===== src/core/scm_pkg.sv =====
// package of constants and types for the system clock mode control block
package scm_pkg;

  // register map (byte addresses, one 32-bit word each)
  localparam logic [3:0] SCM_ADDR_FREQ_CTRL = 4'h0;
  localparam logic [3:0] SCM_ADDR_MODE = 4'h4;
  localparam logic [3:0] SCM_ADDR_AUX = 4'h8;
  localparam logic [3:0] SCM_ADDR_STATUS = 4'hc;

  // frequency control register fields
  localparam int SCM_FC_PIN_RESET_POS = 7;
  localparam int SCM_FC_SEL_LO_POS = 4;
  localparam logic [1:0] SCM_FC_SEL_RST = 2'h0;
  localparam logic [1:0] SCM_FC_RSV_RST = 2'h0;
  localparam logic SCM_FC_PIN_RESET_RST = 1'h0;

  // mode register fields
  localparam int SCM_MD_DIV_LO_POS = 5;
  localparam int SCM_MD_SPARE_POS = 4;
  localparam int SCM_MD_SLOW_RDY_POS = 3;
  localparam int SCM_MD_FAST_RDY_POS = 2;
  localparam int SCM_MD_IDLE_SEL_POS = 1;
  localparam int SCM_MD_DIRECT_POS = 0;
  localparam logic [2:0] SCM_MD_DIV_RST = 3'h0;
  localparam logic SCM_MD_SPARE_RST = 1'h0;
  localparam logic SCM_MD_IDLE_SEL_RST = 1'h1;
  localparam logic SCM_MD_DIRECT_RST = 1'h1;
  localparam logic SCM_IDLE_KEEP_RST = 1'h0;

  // fast oscillator frequency codes
  localparam logic [1:0] SCM_FREQ_8M = 2'h0;
  localparam logic [1:0] SCM_FREQ_16M = 2'h1;
  localparam logic [1:0] SCM_FREQ_12M = 2'h2;

  // fast ready delay after wake-up, 15 to 16 clock cycles
  localparam logic [4:0] SCM_FAST_WAKE_CYC = 5'h0f;

  // operating modes
  typedef enum logic [2:0] {
    SCM_MODE_NORMAL = 3'b000,
    SCM_MODE_SLOW = 3'b001,
    SCM_MODE_IDLE_STOP = 3'b010,
    SCM_MODE_IDLE_RUN = 3'b011,
    SCM_MODE_SLEEP = 3'b100
  } scm_mode_t;

  // clock status toward the rest of the chip
  typedef struct packed {
    logic sys_clk_en;
    logic cpu_run;
    logic periph_slow_clk;
    logic fast_osc_en;
    logic [1:0] fast_freq;
  } scm_clk_stat_t;

endpackage


===== src/core/scm_clock_mode_ctrl.sv =====
// system clock selection, oscillator ready flags and halt mode control
//
// Overview of operation
// RL1 - the fast oscillator starts at 8 MHz and software can select 8, 12 or 16 MHz.
// RL2 - frequency code 00 is 8 MHz, 01 is 16 MHz, 10 is 12 MHz, 11 is 8 MHz, reset 00.
// RL3 - the 32 kHz slow oscillator runs from power-on and no bit can stop it.
// RL4 - the slow clock also feeds the watchdog, the time base and the timer.
// RL5 - with direct fast off, divider codes 000/001 give slow, 010..111 give fast/64 down to fast/2.
// RL6 - direct fast on runs the system from the undivided fast clock.
// RL7 - the fast ready flag is cleared at power-on and rises once the fast oscillator is stable.
// RL8 - the fast ready flag is low in sleep and clock-stopped idle and rises 15 to 16 cycles after wake-up.
// RL9 - the slow ready flag reads 0 until the slow oscillator is stable, both ready flags are read-only.
// RL10 - with idle select high a halt stops the cpu, idle clock keep decides whether the system clock runs.
// RL11 - with idle select low a halt enters sleep.
// RL12 - there are five modes, normal and slow run the cpu, sleep and two idles stop it.
// RL13 - the spare mode bit is a plain read/write bit resetting to 0.
// RL14 - software keeps the two low bits of the frequency control register unchanged.
// RL15 - bits 6, 3 and 2 of the frequency control register read as 0.
// RL16 - clock source and ratio changes make no runt pulses on the system clock.
// RL17 - the mode register resets with divider 000, spare 0, flags 0, idle select 1, direct fast 1.
module scm_clock_mode_ctrl
  import scm_pkg::*;
(
  // clock and reset
  input wire logic mclk,
  input wire logic sys_rst,
  // avalon-mm slave
  input wire logic [3:0] avs_address,
  input wire logic avs_read,
  input wire logic avs_write,
  input wire logic [31:0] avs_writedata,
  input wire logic [3:0] avs_byteenable,
  output logic [31:0] avs_readdata,
  output logic avs_waitrequest,
  // cpu and oscillator status
  input wire logic halt_req,
  input wire logic wake_req,
  input wire logic slow_osc_stable,
  input wire logic fast_osc_stable,
  input wire logic pin_reset_evt,
  // clock outputs
  output logic sys_clk_en_r,
  output logic slow_clk_en_r,
  output logic [1:0] fast_freq_r,
  output logic fast_osc_en_r,
  output scm_mode_t mode_r,
  output scm_clk_stat_t clk_stat_r
);

  // ------------------------------------------------------------
  // input synchronisers
  // ------------------------------------------------------------
  logic [2:0] slow_sync_r;
  logic [2:0] fast_sync_r;
  logic slow_ok_r;
  logic fast_ok_r;
  always_ff @(posedge mclk) begin
    if (sys_rst) begin
      slow_sync_r <= 3'h0;
      fast_sync_r <= 3'h0;
      slow_ok_r <= 1'b0;
      fast_ok_r <= 1'b0;
    end else begin
      slow_sync_r <= {slow_sync_r[1:0], slow_osc_stable};
      fast_sync_r <= {fast_sync_r[1:0], fast_osc_stable};
      if (slow_sync_r[1] == slow_sync_r[2]) begin
        slow_ok_r <= slow_sync_r[2];
      end
      if (fast_sync_r[1] == fast_sync_r[2]) begin
        fast_ok_r <= fast_sync_r[2];
      end
    end
  end

  // ------------------------------------------------------------
  // registers
  // ------------------------------------------------------------
  logic [1:0] freq_sel_r;
  logic [1:0] fc_rsv_r;
  logic pin_reset_r;
  logic [2:0] div_sel_r;
  logic spare_r;
  logic idle_sel_r;
  logic direct_fast_r;
  logic idle_keep_r;
  logic slow_rdy_r;
  logic fast_rdy_r;
  logic ack_r;
  logic wr_go;
  logic rd_go;
  assign wr_go = avs_write && ack_r;
  assign rd_go = avs_read && !ack_r;

  always_ff @(posedge mclk) begin
    if (sys_rst) begin
      freq_sel_r <= SCM_FC_SEL_RST; // RL1 RL2
      fc_rsv_r <= SCM_FC_RSV_RST;
      div_sel_r <= SCM_MD_DIV_RST; // RL17
      spare_r <= SCM_MD_SPARE_RST; // RL13
      idle_sel_r <= SCM_MD_IDLE_SEL_RST; // RL17
      direct_fast_r <= SCM_MD_DIRECT_RST; // RL17
      idle_keep_r <= SCM_IDLE_KEEP_RST;
    end else if (wr_go && avs_byteenable[0]) begin
      case (avs_address)
        SCM_ADDR_FREQ_CTRL: begin
          freq_sel_r <= avs_writedata[SCM_FC_SEL_LO_POS +: 2]; // RL1
          fc_rsv_r <= avs_writedata[1:0];
        end
        SCM_ADDR_MODE: begin
          div_sel_r <= avs_writedata[SCM_MD_DIV_LO_POS +: 3];
          spare_r <= avs_writedata[SCM_MD_SPARE_POS]; // RL13
          idle_sel_r <= avs_writedata[SCM_MD_IDLE_SEL_POS];
          direct_fast_r <= avs_writedata[SCM_MD_DIRECT_POS];
        end
        SCM_ADDR_AUX: begin
          idle_keep_r <= avs_writedata[0];
        end
        default: begin
        end
      endcase
    end
  end

  // ------------------------------------------------------------
  // pin reset flag, set wins over software clear
  // ------------------------------------------------------------
  always_ff @(posedge mclk) begin
    if (sys_rst) begin
      pin_reset_r <= SCM_FC_PIN_RESET_RST;
    end else if (pin_reset_evt) begin
      pin_reset_r <= 1'b1;
    end else if (wr_go && avs_byteenable[0] && avs_address == SCM_ADDR_FREQ_CTRL) begin
      pin_reset_r <= avs_writedata[SCM_FC_PIN_RESET_POS];
    end
  end

  // ------------------------------------------------------------
  // bus answer: one wait cycle, then ack
  // ------------------------------------------------------------
  always_ff @(posedge mclk) begin
    if (sys_rst) begin
      ack_r <= 1'b0;
      avs_readdata <= 32'h0;
    end else begin
      ack_r <= (avs_read || avs_write) && !ack_r;
      if (rd_go) begin
        case (avs_address)
          SCM_ADDR_FREQ_CTRL: avs_readdata <= {24'h0, pin_reset_r, 1'b0, freq_sel_r, 2'h0, fc_rsv_r}; // RL15 RL14
          SCM_ADDR_MODE: avs_readdata <= {24'h0, div_sel_r, spare_r, slow_rdy_r, fast_rdy_r,
                                          idle_sel_r, direct_fast_r}; // RL9
          SCM_ADDR_AUX: avs_readdata <= {31'h0, idle_keep_r};
          SCM_ADDR_STATUS: avs_readdata <= {29'h0, mode_r};
          default: avs_readdata <= 32'h0;
        endcase
      end
    end
  end
  // waitrequest is low only in the cycle after a request is taken
  always_ff @(posedge mclk) begin
    if (sys_rst) begin
      avs_waitrequest <= 1'b1;
    end else begin
      avs_waitrequest <= !((avs_read || avs_write) && avs_waitrequest);
    end
  end

  // ------------------------------------------------------------
  // operating mode
  // ------------------------------------------------------------
  logic slow_sel;
  assign slow_sel = !direct_fast_r && (div_sel_r[2:1] == 2'b00); // RL5 RL6
  always_ff @(posedge mclk) begin
    if (sys_rst) begin
      mode_r <= SCM_MODE_NORMAL;
    end else begin
      case (mode_r)
        SCM_MODE_NORMAL, SCM_MODE_SLOW: begin // RL12
          if (halt_req) begin
            if (!idle_sel_r) begin
              mode_r <= SCM_MODE_SLEEP; // RL11
            end else if (idle_keep_r) begin
              mode_r <= SCM_MODE_IDLE_RUN; // RL10
            end else begin
              mode_r <= SCM_MODE_IDLE_STOP; // RL10
            end
          end else begin
            mode_r <= slow_sel ? SCM_MODE_SLOW : SCM_MODE_NORMAL;
          end
        end
        SCM_MODE_IDLE_STOP, SCM_MODE_IDLE_RUN, SCM_MODE_SLEEP: begin
          if (wake_req) begin
            mode_r <= slow_sel ? SCM_MODE_SLOW : SCM_MODE_NORMAL;
          end
        end
        default: mode_r <= SCM_MODE_NORMAL;
      endcase
    end
  end

  // ------------------------------------------------------------
  // ready flags
  // ------------------------------------------------------------
  logic [4:0] wake_cnt_r;
  logic clk_stopped;
  assign clk_stopped = (mode_r == SCM_MODE_SLEEP) || (mode_r == SCM_MODE_IDLE_STOP);
  always_ff @(posedge mclk) begin
    if (sys_rst) begin
      slow_rdy_r <= 1'b0;
      fast_rdy_r <= 1'b0;
      wake_cnt_r <= 5'h0;
    end else begin
      slow_rdy_r <= slow_rdy_r || slow_ok_r; // RL9
      if (clk_stopped) begin
        fast_rdy_r <= 1'b0; // RL8
        wake_cnt_r <= SCM_FAST_WAKE_CYC;
      end else if (wake_cnt_r != 5'h0) begin
        wake_cnt_r <= wake_cnt_r - 5'h1; // RL8
        fast_rdy_r <= 1'b0;
      end else begin
        fast_rdy_r <= fast_ok_r; // RL7
      end
    end
  end

  // ------------------------------------------------------------
  // system clock divider and glitch-free enable
  // ------------------------------------------------------------
  logic [5:0] div_cnt_r;
  logic [5:0] div_mask;
  always_comb begin
    case (div_sel_r)
      3'h2: div_mask = 6'h3f;
      3'h3: div_mask = 6'h1f;
      3'h4: div_mask = 6'h0f;
      3'h5: div_mask = 6'h07;
      3'h6: div_mask = 6'h03;
      3'h7: div_mask = 6'h01;
      default: div_mask = 6'h00;
    endcase
  end

  always_ff @(posedge mclk) begin
    if (sys_rst) begin
      div_cnt_r <= 6'h0;
      sys_clk_en_r <= 1'b0;
    end else begin
      div_cnt_r <= div_cnt_r + 6'h1;
      // one-cycle enables only, so a ratio change never shortens a pulse
      if (clk_stopped) begin
        sys_clk_en_r <= 1'b0; // RL10
      end else if (direct_fast_r) begin
        sys_clk_en_r <= 1'b1; // RL6 RL16
      end else if (slow_sel) begin
        sys_clk_en_r <= 1'b0; // RL5
      end else begin
        sys_clk_en_r <= (div_cnt_r & div_mask) == div_mask; // RL5 RL16
      end
    end
  end

  // ------------------------------------------------------------
  // oscillator controls
  // ------------------------------------------------------------
  logic [1:0] freq_dec;
  always_comb begin
    case (freq_sel_r)
      SCM_FREQ_16M: freq_dec = SCM_FREQ_16M; // RL2
      SCM_FREQ_12M: freq_dec = SCM_FREQ_12M; // RL2
      default: freq_dec = SCM_FREQ_8M; // RL2
    endcase
  end

  always_ff @(posedge mclk) begin
    if (sys_rst) begin
      slow_clk_en_r <= 1'b0;
      fast_freq_r <= SCM_FREQ_8M;
      fast_osc_en_r <= 1'b0;
    end else begin
      slow_clk_en_r <= 1'b1; // RL3 RL4
      fast_freq_r <= freq_dec; // RL1 RL2
      fast_osc_en_r <= !clk_stopped && !slow_sel;
    end
  end

  // ------------------------------------------------------------
  // clock status toward the rest of the chip
  // ------------------------------------------------------------
  always_ff @(posedge mclk) begin
    if (sys_rst) begin
      clk_stat_r <= '0;
    end else begin
      clk_stat_r.sys_clk_en <= !clk_stopped;
      clk_stat_r.cpu_run <= (mode_r == SCM_MODE_NORMAL) || (mode_r == SCM_MODE_SLOW); // RL12
      clk_stat_r.periph_slow_clk <= 1'b1; // RL4
      clk_stat_r.fast_osc_en <= !clk_stopped && !slow_sel;
      clk_stat_r.fast_freq <= freq_dec; // RL2
    end
  end

endmodule // scm_clock_mode_ctrl


===== config.mk =====
export PLATFORM = sky130hd
export DESIGN_NAME = scm_clock_mode_ctrl
export DESIGN_NICKNAME = d
export VERILOG_FILES = /design/src/core/scm_pkg.sv /design/src/core/scm_clock_mode_ctrl.sv
export SDC_FILE = /design/constraint.sdc
export NUM_CORES = 1
export LEC_CHECK = 0
export BUFFER_PORTS_ARGS = -buffer_cell sky130_fd_sc_hd__buf_4
export CAP_MARGIN = 15
export CORE_ASPECT_RATIO = 1.2
export CORE_MARGIN = 1
export CORE_UTILIZATION = 30
export DETAILED_ROUTE_END_ITERATION = 7
export PLACE_DENSITY = 0.53
export SETUP_SLACK_MARGIN = 0.05
export SLEW_MARGIN = 20
export SYNTH_ARGS = -nofsm -noshare
export SYNTH_HDL_FRONTEND = slang
export SYNTH_SLANG_ARGS = --single-unit

===== constraint.sdc =====
create_clock -name mclk -period 1.8 [get_ports mclk]
set_input_delay 0.36 -clock mclk [delete_from_list [all_inputs] [get_ports mclk]]
set_output_delay 0.36 -clock mclk [all_outputs]
set_load 0.005 [all_outputs]

==> run metrics, run 1 <==
cts hold-fix bufs 0; GRT Total Usage 11.1%; Setup crit end kind flip-flop; post-synthesis sequential area ratio 44.6%; WP data arrival 1.67 ns; CP Max Fanout 5; initial antenna violation count 0; Max rail drop VDD 362 uV; status finished, final reports clean; CP peak stage delay 0.49 ns; library cells used by synthesis 43; vias in the first global route 1,619; GP Congestion 0.751; initial detailed-routing violation count 70; TNS Setup 0 ns; Avg Cell Area, Syn 9.56 um^2; worst-skew pair later-pin latency 0.30 ns; Warnings, synthesis 0; Max Freq 675 MHz; CTS tree done; Setup crit start kind flip-flop; share of cells above drive strength 1 22.1%; Fin. Hold Viols 0; Seq pwr share 54.4%; Inserted Clock Buffers 5; Antenna diodes 0; Syn Std Cell Area 2380 um^2; vias per inst 4.42; I/O Buffers 42; HPWL after detailed placement 3.38 mm; Final #Nets 344; Final Max Slew Viols 0; Post-DRT Antenna Nets 0; Layout area overhead 15.7%; Tightest Hold Check Type input pin to flip-flop; minimum clock period 1.48 ns; CTS resizes 0; Top FF cell, synth dfxtp_1; CP cell instances inv_1 > ha_1 > or4b_4 > nand2_1 > mux2_2 > a21oi_1; clock network fraction of total power 27.4%; CP max-delay cell or4b_4; die width 83.3 um; H-tree depth 2; Clk pin slew, worst setup/hold paths 0.09 ns; first-pass GRT wire length 7.31 mm; register bit total from synthesis 53; Sw Ratio 25.9%; EDFF count, synth 0; Max-Cap Viols 0; Setup crit start wake_cnt_r[0]; Starting Density 31.1%; Core Area 7660 um^2; Top Ports 96; routed via count 1,684; worst setup margin 0.318 ns; fraction of registers with async set or reset after synthesis 0%; Comb power frac 18.2%; Die ar. 8290 um^2; largest net degree at the start of global routing 29; worst hold start slow_osc_stable; CP Class flip-flop to flip-flop; drc violations 0; Net Switching 0.622 mW; routed len/inst 11.7 um; dpl ws 0.195 ns; synthesized instance count 249; Congestion Overflow GR 0; final setup fails 0; final cycle utilization of the critical path 82.3%; worst r2r src wake_cnt_r[0]; number of iterations in the first detailed-routing pass 4; leakage power 1.15 nW; Clock Skews 0.00622 ns; Max Buffers Root-to-Sink 2; final wirelength 4.47 mm; cell at the root of the clock tree clkbuf_8; internal cell power 1.78 mW; # rows 35; RSZ-0062 raised after global routing no; setup bufs post-CTS 0; CP required 1.98 ns; PD cells 873 nW/um^2; CTS Sinks 53; DIE HEIGHT 99.6 um
==> Yosys cell counts (2+ instances only) <==
cell type | n | area [um^2]
buf_4 | 29 | 218
or3_1 | 2 | 12.5
mux2_2 | 4 | 45.0
ha_1 | 6 | 75.1
mux2i_1 | 14 | 140
nand3_1 | 3 | 15.0
dfxtp_1 | 53 | 1060
a22oi_1 | 2 | 15.0
buf_6 | 2 | 22.5
nand4_1 | 3 | 18.8
nor2_1 | 30 | 113
o21bai_1 | 2 | 15.0
and3_1 | 5 | 31.3
xor2_1 | 2 | 17.5
nor3_1 | 6 | 30.0
xnor2_1 | 3 | 26.3
inv_1 | 8 | 30.0
clkbuf_1 | 5 | 18.8
o21ai_0 | 7 | 35.0
nor2b_1 | 11 | 68.8
a21oi_1 | 12 | 60.1
a211oi_1 | 3 | 22.5
nand2_1 | 15 | 56.3
nor3b_1 | 3 | 22.5
==> worst paths after layout <==
path,end,slack [ns],cells after the start
worst max-delay path,wake_cnt_r[2],0.32,6
worst min-delay path,slow_sync_r[0],0.28,2
worst max register to register,wake_cnt_r[2],0.32,6
worst min register to register,avs_waitrequest,0.39,1
==> cells in the final DEF, fill, tap and decap left out, types with 2 or more instances in the layout <==
cell,netlist,layout
nor2b_1,11,11
o21bai_1,2,2
clkbuf_8,0,6
conb_1,1,24
nor3_1,6,6
a22oi_1,2,2
dfxtp_1,53,53
or3_1,2,2
nand2_1,15,15
nand3_1,3,3
nor2_1,30,30
xor2_1,2,2
inv_1,8,8
xnor2_1,3,3
nor3b_1,3,3
o21ai_0,7,7
buf_4,29,46
and3_1,5,5
mux2_2,4,4
a211oi_1,3,3
ha_1,6,6
nand4_1,3,3
a21oi_1,12,12
mux2i_1,14,14
==> power by group through the flow <==
stage	sequential, mW	combinational [mW]	clock (mW)
6_report	1.31	0.437	0.660
5_1_grt	1.32	0.494	0.744
4_1_cts	1.31	0.442	0.690
3_5_place_dp	1.34	0.439	0
3_3_place_gp	1.33	0.436	0
2_1_floorplan	1.32	0.361	0
==> routing by layer <==
layer / GRT usage (%) / part of all wire (%) / up-vias / wire length [um]
met3: 2.82 / 3.8 / 6 / 171
li1: - / - / 875 / -
met1: 12.4 / 45 / 767 / 1990
met2: 20.1 / 50 / 36 / 2240
met4: 4.64 / 1.4 / 0 / 61
met5: 0 / 0 / - / 0
==> registers in the layout, summed over array words and instances (netlist names) <==
register / cells
mode_r: 3
ack_r: 1
fc_rsv_r: 2
fast_ok_r: 1
idle_sel_r: 1
fast_sync_r: 3
pin_reset_r: 1
clk_stat_r: 6
sys_clk_en_r: 1
slow_rdy_r: 1
slow_sync_r: 3
wake_cnt_r: 5
freq_sel_r: 2
div_sel_r: 3
avs_waitrequest: 1
spare_r: 1
slow_ok_r: 1
fast_rdy_r: 1
direct_fast_r: 1
idle_keep_r: 1
avs_readdata: 8
div_cnt_r: 6
==> metrics by stage <==
stage	total power [mW]	hold slack [ns]	util [%]	instances	instance area, um^2
final	2.40	0.277	35.9	381	2750
after global routing	2.56	0.265	35.9	381	2750
after CTS	2.44	0.273	35.9	381	2750
after detailed placement	1.78	0.378	34.8	374	2670
after global placement	1.77	0.366	34.8	374	2670
after floorplan	1.68	0.374	-	272	2470
==> area by class of cell <==
type	instances	area, um^2
clock buffers	7	86.3
fillers	808	4910
inverters	9	33.8
multi-input cells	174	1110
flip-flops and latches	53	1060
well taps	92	115
repair buffers	46	345
==> worst max-delay path: cells and delay by family (launching register included) <==
| family | cells | cell delay, ns |
|---|---|---|
| and+or+nand+nor | 2 | 0.57 |
| AOI/OAI and AO/OA | 1 | 0.05 |
| muxes | 1 | 0.13 |
| buffers and inverters | 1 | 0.08 |
| adders and majority gates | 1 | 0.22 |
| DFF | 1 | 0.31 |
==> cells by family (layout without fill, tap and decap cells) <==
| logic type | count (synthesis) | in the layout | synth area share (%) |
|---|---|---|---|
| buf+inv | 45 | 62 | 12.3 |
| fa+ha+maj | 6 | 6 | 3.15 |
| xor+xnor | 5 | 5 | 1.84 |
| flops | 53 | 53 | 44.6 |
| compound gates | 32 | 32 | 8.52 |
| mux | 19 | 19 | 8.89 |
| simple gates | 88 | 88 | 20.6 |
| other cells | 1 | 24 | 0.158 |
Note: power is estimated with default switching activity, not from simulation.
==> run 2, diff against run 1 <==
--- a/config.mk
+++ b/config.mk
@@ -11,7 +11,7 @@
 export CORE_MARGIN = 1
 export CORE_UTILIZATION = 30
 export DETAILED_ROUTE_END_ITERATION = 7
-export PLACE_DENSITY = 0.53
+export PLACE_DENSITY = 0.55
 export SETUP_SLACK_MARGIN = 0.05
 export SLEW_MARGIN = 20
 export SYNTH_ARGS = -nofsm -noshare
==> constraint.sdc (replaced) <==
create_clock -name mclk -period 1.35 [get_ports mclk]
set_input_delay 0.27 -clock mclk [delete_from_list [all_inputs] [get_ports mclk]]
set_output_delay 0.27 -clock mclk [all_outputs]
set_load 0.005 [all_outputs]
==> run 2 against run 1 <==
  * The run now ends with negative setup slack left
  * Sequential share of layout area decreased by 2.5 points
  * Global-route usage is 1.0 points higher
  * Cell area grew 8.1%
==> run metrics, run 2 (synthesis gave the netlist of run 1 again) <==
Top Ports 96; clock network fraction of total power 25.6%; final wirelength 4.88 mm; Starting Density 31.1%; Clock Skews 0.0105 ns; Post-DRT Antenna Nets 0; Tightest Hold Check Type input pin to flip-flop; worst-skew pair later-pin latency 0.31 ns; most common cell after layout, fill and taps aside buf_4; initial antenna violation count 0; leakage power 1.27 nW; register bank with the most flops avs_readdata; final cycle utilization of the critical path 102%; die width 83.3 um; GRT Total Usage 12.1%; most frequent cells in the layout 62 x buf_4, 46 x dfxtp_1, 30 x nor2_1, 24 x conb_1; CP Class flip-flop to flip-flop; GP Congestion 0.741; CTS Sinks 53; worst setup margin -0.0243 ns; Hold Slack 0.177 ns; Comb power frac 23.4%; Final #Nets 361; register area 1070 um^2; RSZ-0062 raised after global routing yes; Fin. Hold Viols 0; Multi-input gate area 1200 um^2; initial detailed-routing violation count 59; Final Core Density 38.8%; Net Switching 0.947 mW; vias in the first global route 1,751; fillers 758; Sw Ratio 27.7%; max reg flops 8; Max Freq 728 MHz; first-pass GRT wire length 8.05 mm; Final Max Slew Viols 0; HPWL after detailed placement 3.63 mm; Setup crit start kind flip-flop; total power 3.42 mW; status finished, violations left; Core Area 7660 um^2; Congestion Overflow GR 0; CTS tree done; Max Buffers Root-to-Sink 2; largest net degree at the start of global routing 26; Max-Cap Viols 0; Setup crit end kind flip-flop; routed via count 1,813; PD cells 1150 nW/um^2; DIE HEIGHT 99.6 um; I/O Buffers 42; final setup fails 1; Setup crit start wake_cnt_r[0]; H-tree depth 2; cell depth of the worst flop-to-flop path 6; Clk pin slew, worst setup/hold paths 0.09 ns; cts hold-fix bufs 0; internal cell power 2.48 mW; Layout area overhead 25.1%; WP data arrival 1.57 ns; share of cells above drive strength 1 34.2%; worst r2r src wake_cnt_r[0]; Antenna diodes 0; Top Registers avs_readdata: 8 flops, clk_stat_r: 6 flops, div_cnt_r: 6 flops; number of iterations in the first detailed-routing pass 4; CP Max Fanout 3; CP required 1.54 ns; routed len/inst 12.2 um; # rows 35; violated checks negative setup slack; Seq pwr share 51.0%; drc violations 0; cell at the root of the clock tree clkbuf_8; hold depth 2; Inserted Clock Buffers 5; Max rail drop VDD 488 uV; minimum clock period 1.37 ns; Die ar. 8290 um^2; worst hold start slow_osc_stable; vias per inst 4.54
[run 2: cell types whose count changed in the layout (fill, tap and decap cells not counted), sizes merged]
cell    before  now
buf         46   63
clkinv       0    2
clkbuf       7    6
[run 2: final timing paths]
path                          end  slack [ns]
setup reg to reg    wake_cnt_r[2]       -0.02
hold / removal     slow_sync_r[0]        0.18
setup / recovery    wake_cnt_r[2]       -0.02
hold reg to reg   avs_waitrequest        0.39
[run 2: timing repair]
item / 4_1_cts / 5_1_grt
gates resized for setup: 11 / 12
gates cloned: 0 / 0
pin swaps: 3 / 7
setup endpoints to repair: 4 / 21
setup buffers: 2 / 1
[run 2: per-layer routing]
layer,GRT usage [%],wire length [um],vias to the layer above
li1,-,-,910
met1,13.5,2100,857
met2,22.1,2540,39
met3,3.15,186,7
met4,4.64,59,0
met5,0,0,-
[run 2: metrics by stage]
step                      area [um^2]  std cells  setup TNS [ns]  worst slack (ns)
after global placement           2800        388          -0.138           -0.0916
after CTS                        2930        398         -0.0517           -0.0352
after floorplan                  2490        272               0            0.0311
after detailed placement         2800        388          -0.189           -0.0904
after global routing             2980        399          -0.197           -0.0750
final                            2980        399         -0.0243           -0.0243
[run 2: cell type report]
cell class / instances / share of cell area [%]
clock buffers: 6 / 2.44
clock inverters: 2 / 0.336
inverters: 9 / 1.13
multi-input cells: 174 / 40.2
flip-flops and latches: 53 / 36.0
well taps: 92 / 3.87
repair buffers: 63 / 16.0
[run 2: power groups by stage]
stage / clock, mW / combinational [mW] / sequential (mW)
after floorplan: 0 / 0.543 / 1.77
after global placement: 0 / 0.750 / 1.78
after detailed placement: 0 / 0.766 / 1.78
after CTS: 0.905 / 0.812 / 1.75
after global routing: 0.973 / 0.910 / 1.76
final: 0.877 / 0.800 / 1.75
[run 2: worst max-delay path, stage by stage (launching register included)]
cell and delay [ns]:
dfxtp_2 0.33, inv_2 0.07, ha_4 0.13, or4b_4 0.47, nand2_2 0.08, mux2_4 0.14, a21oi_2 0.04
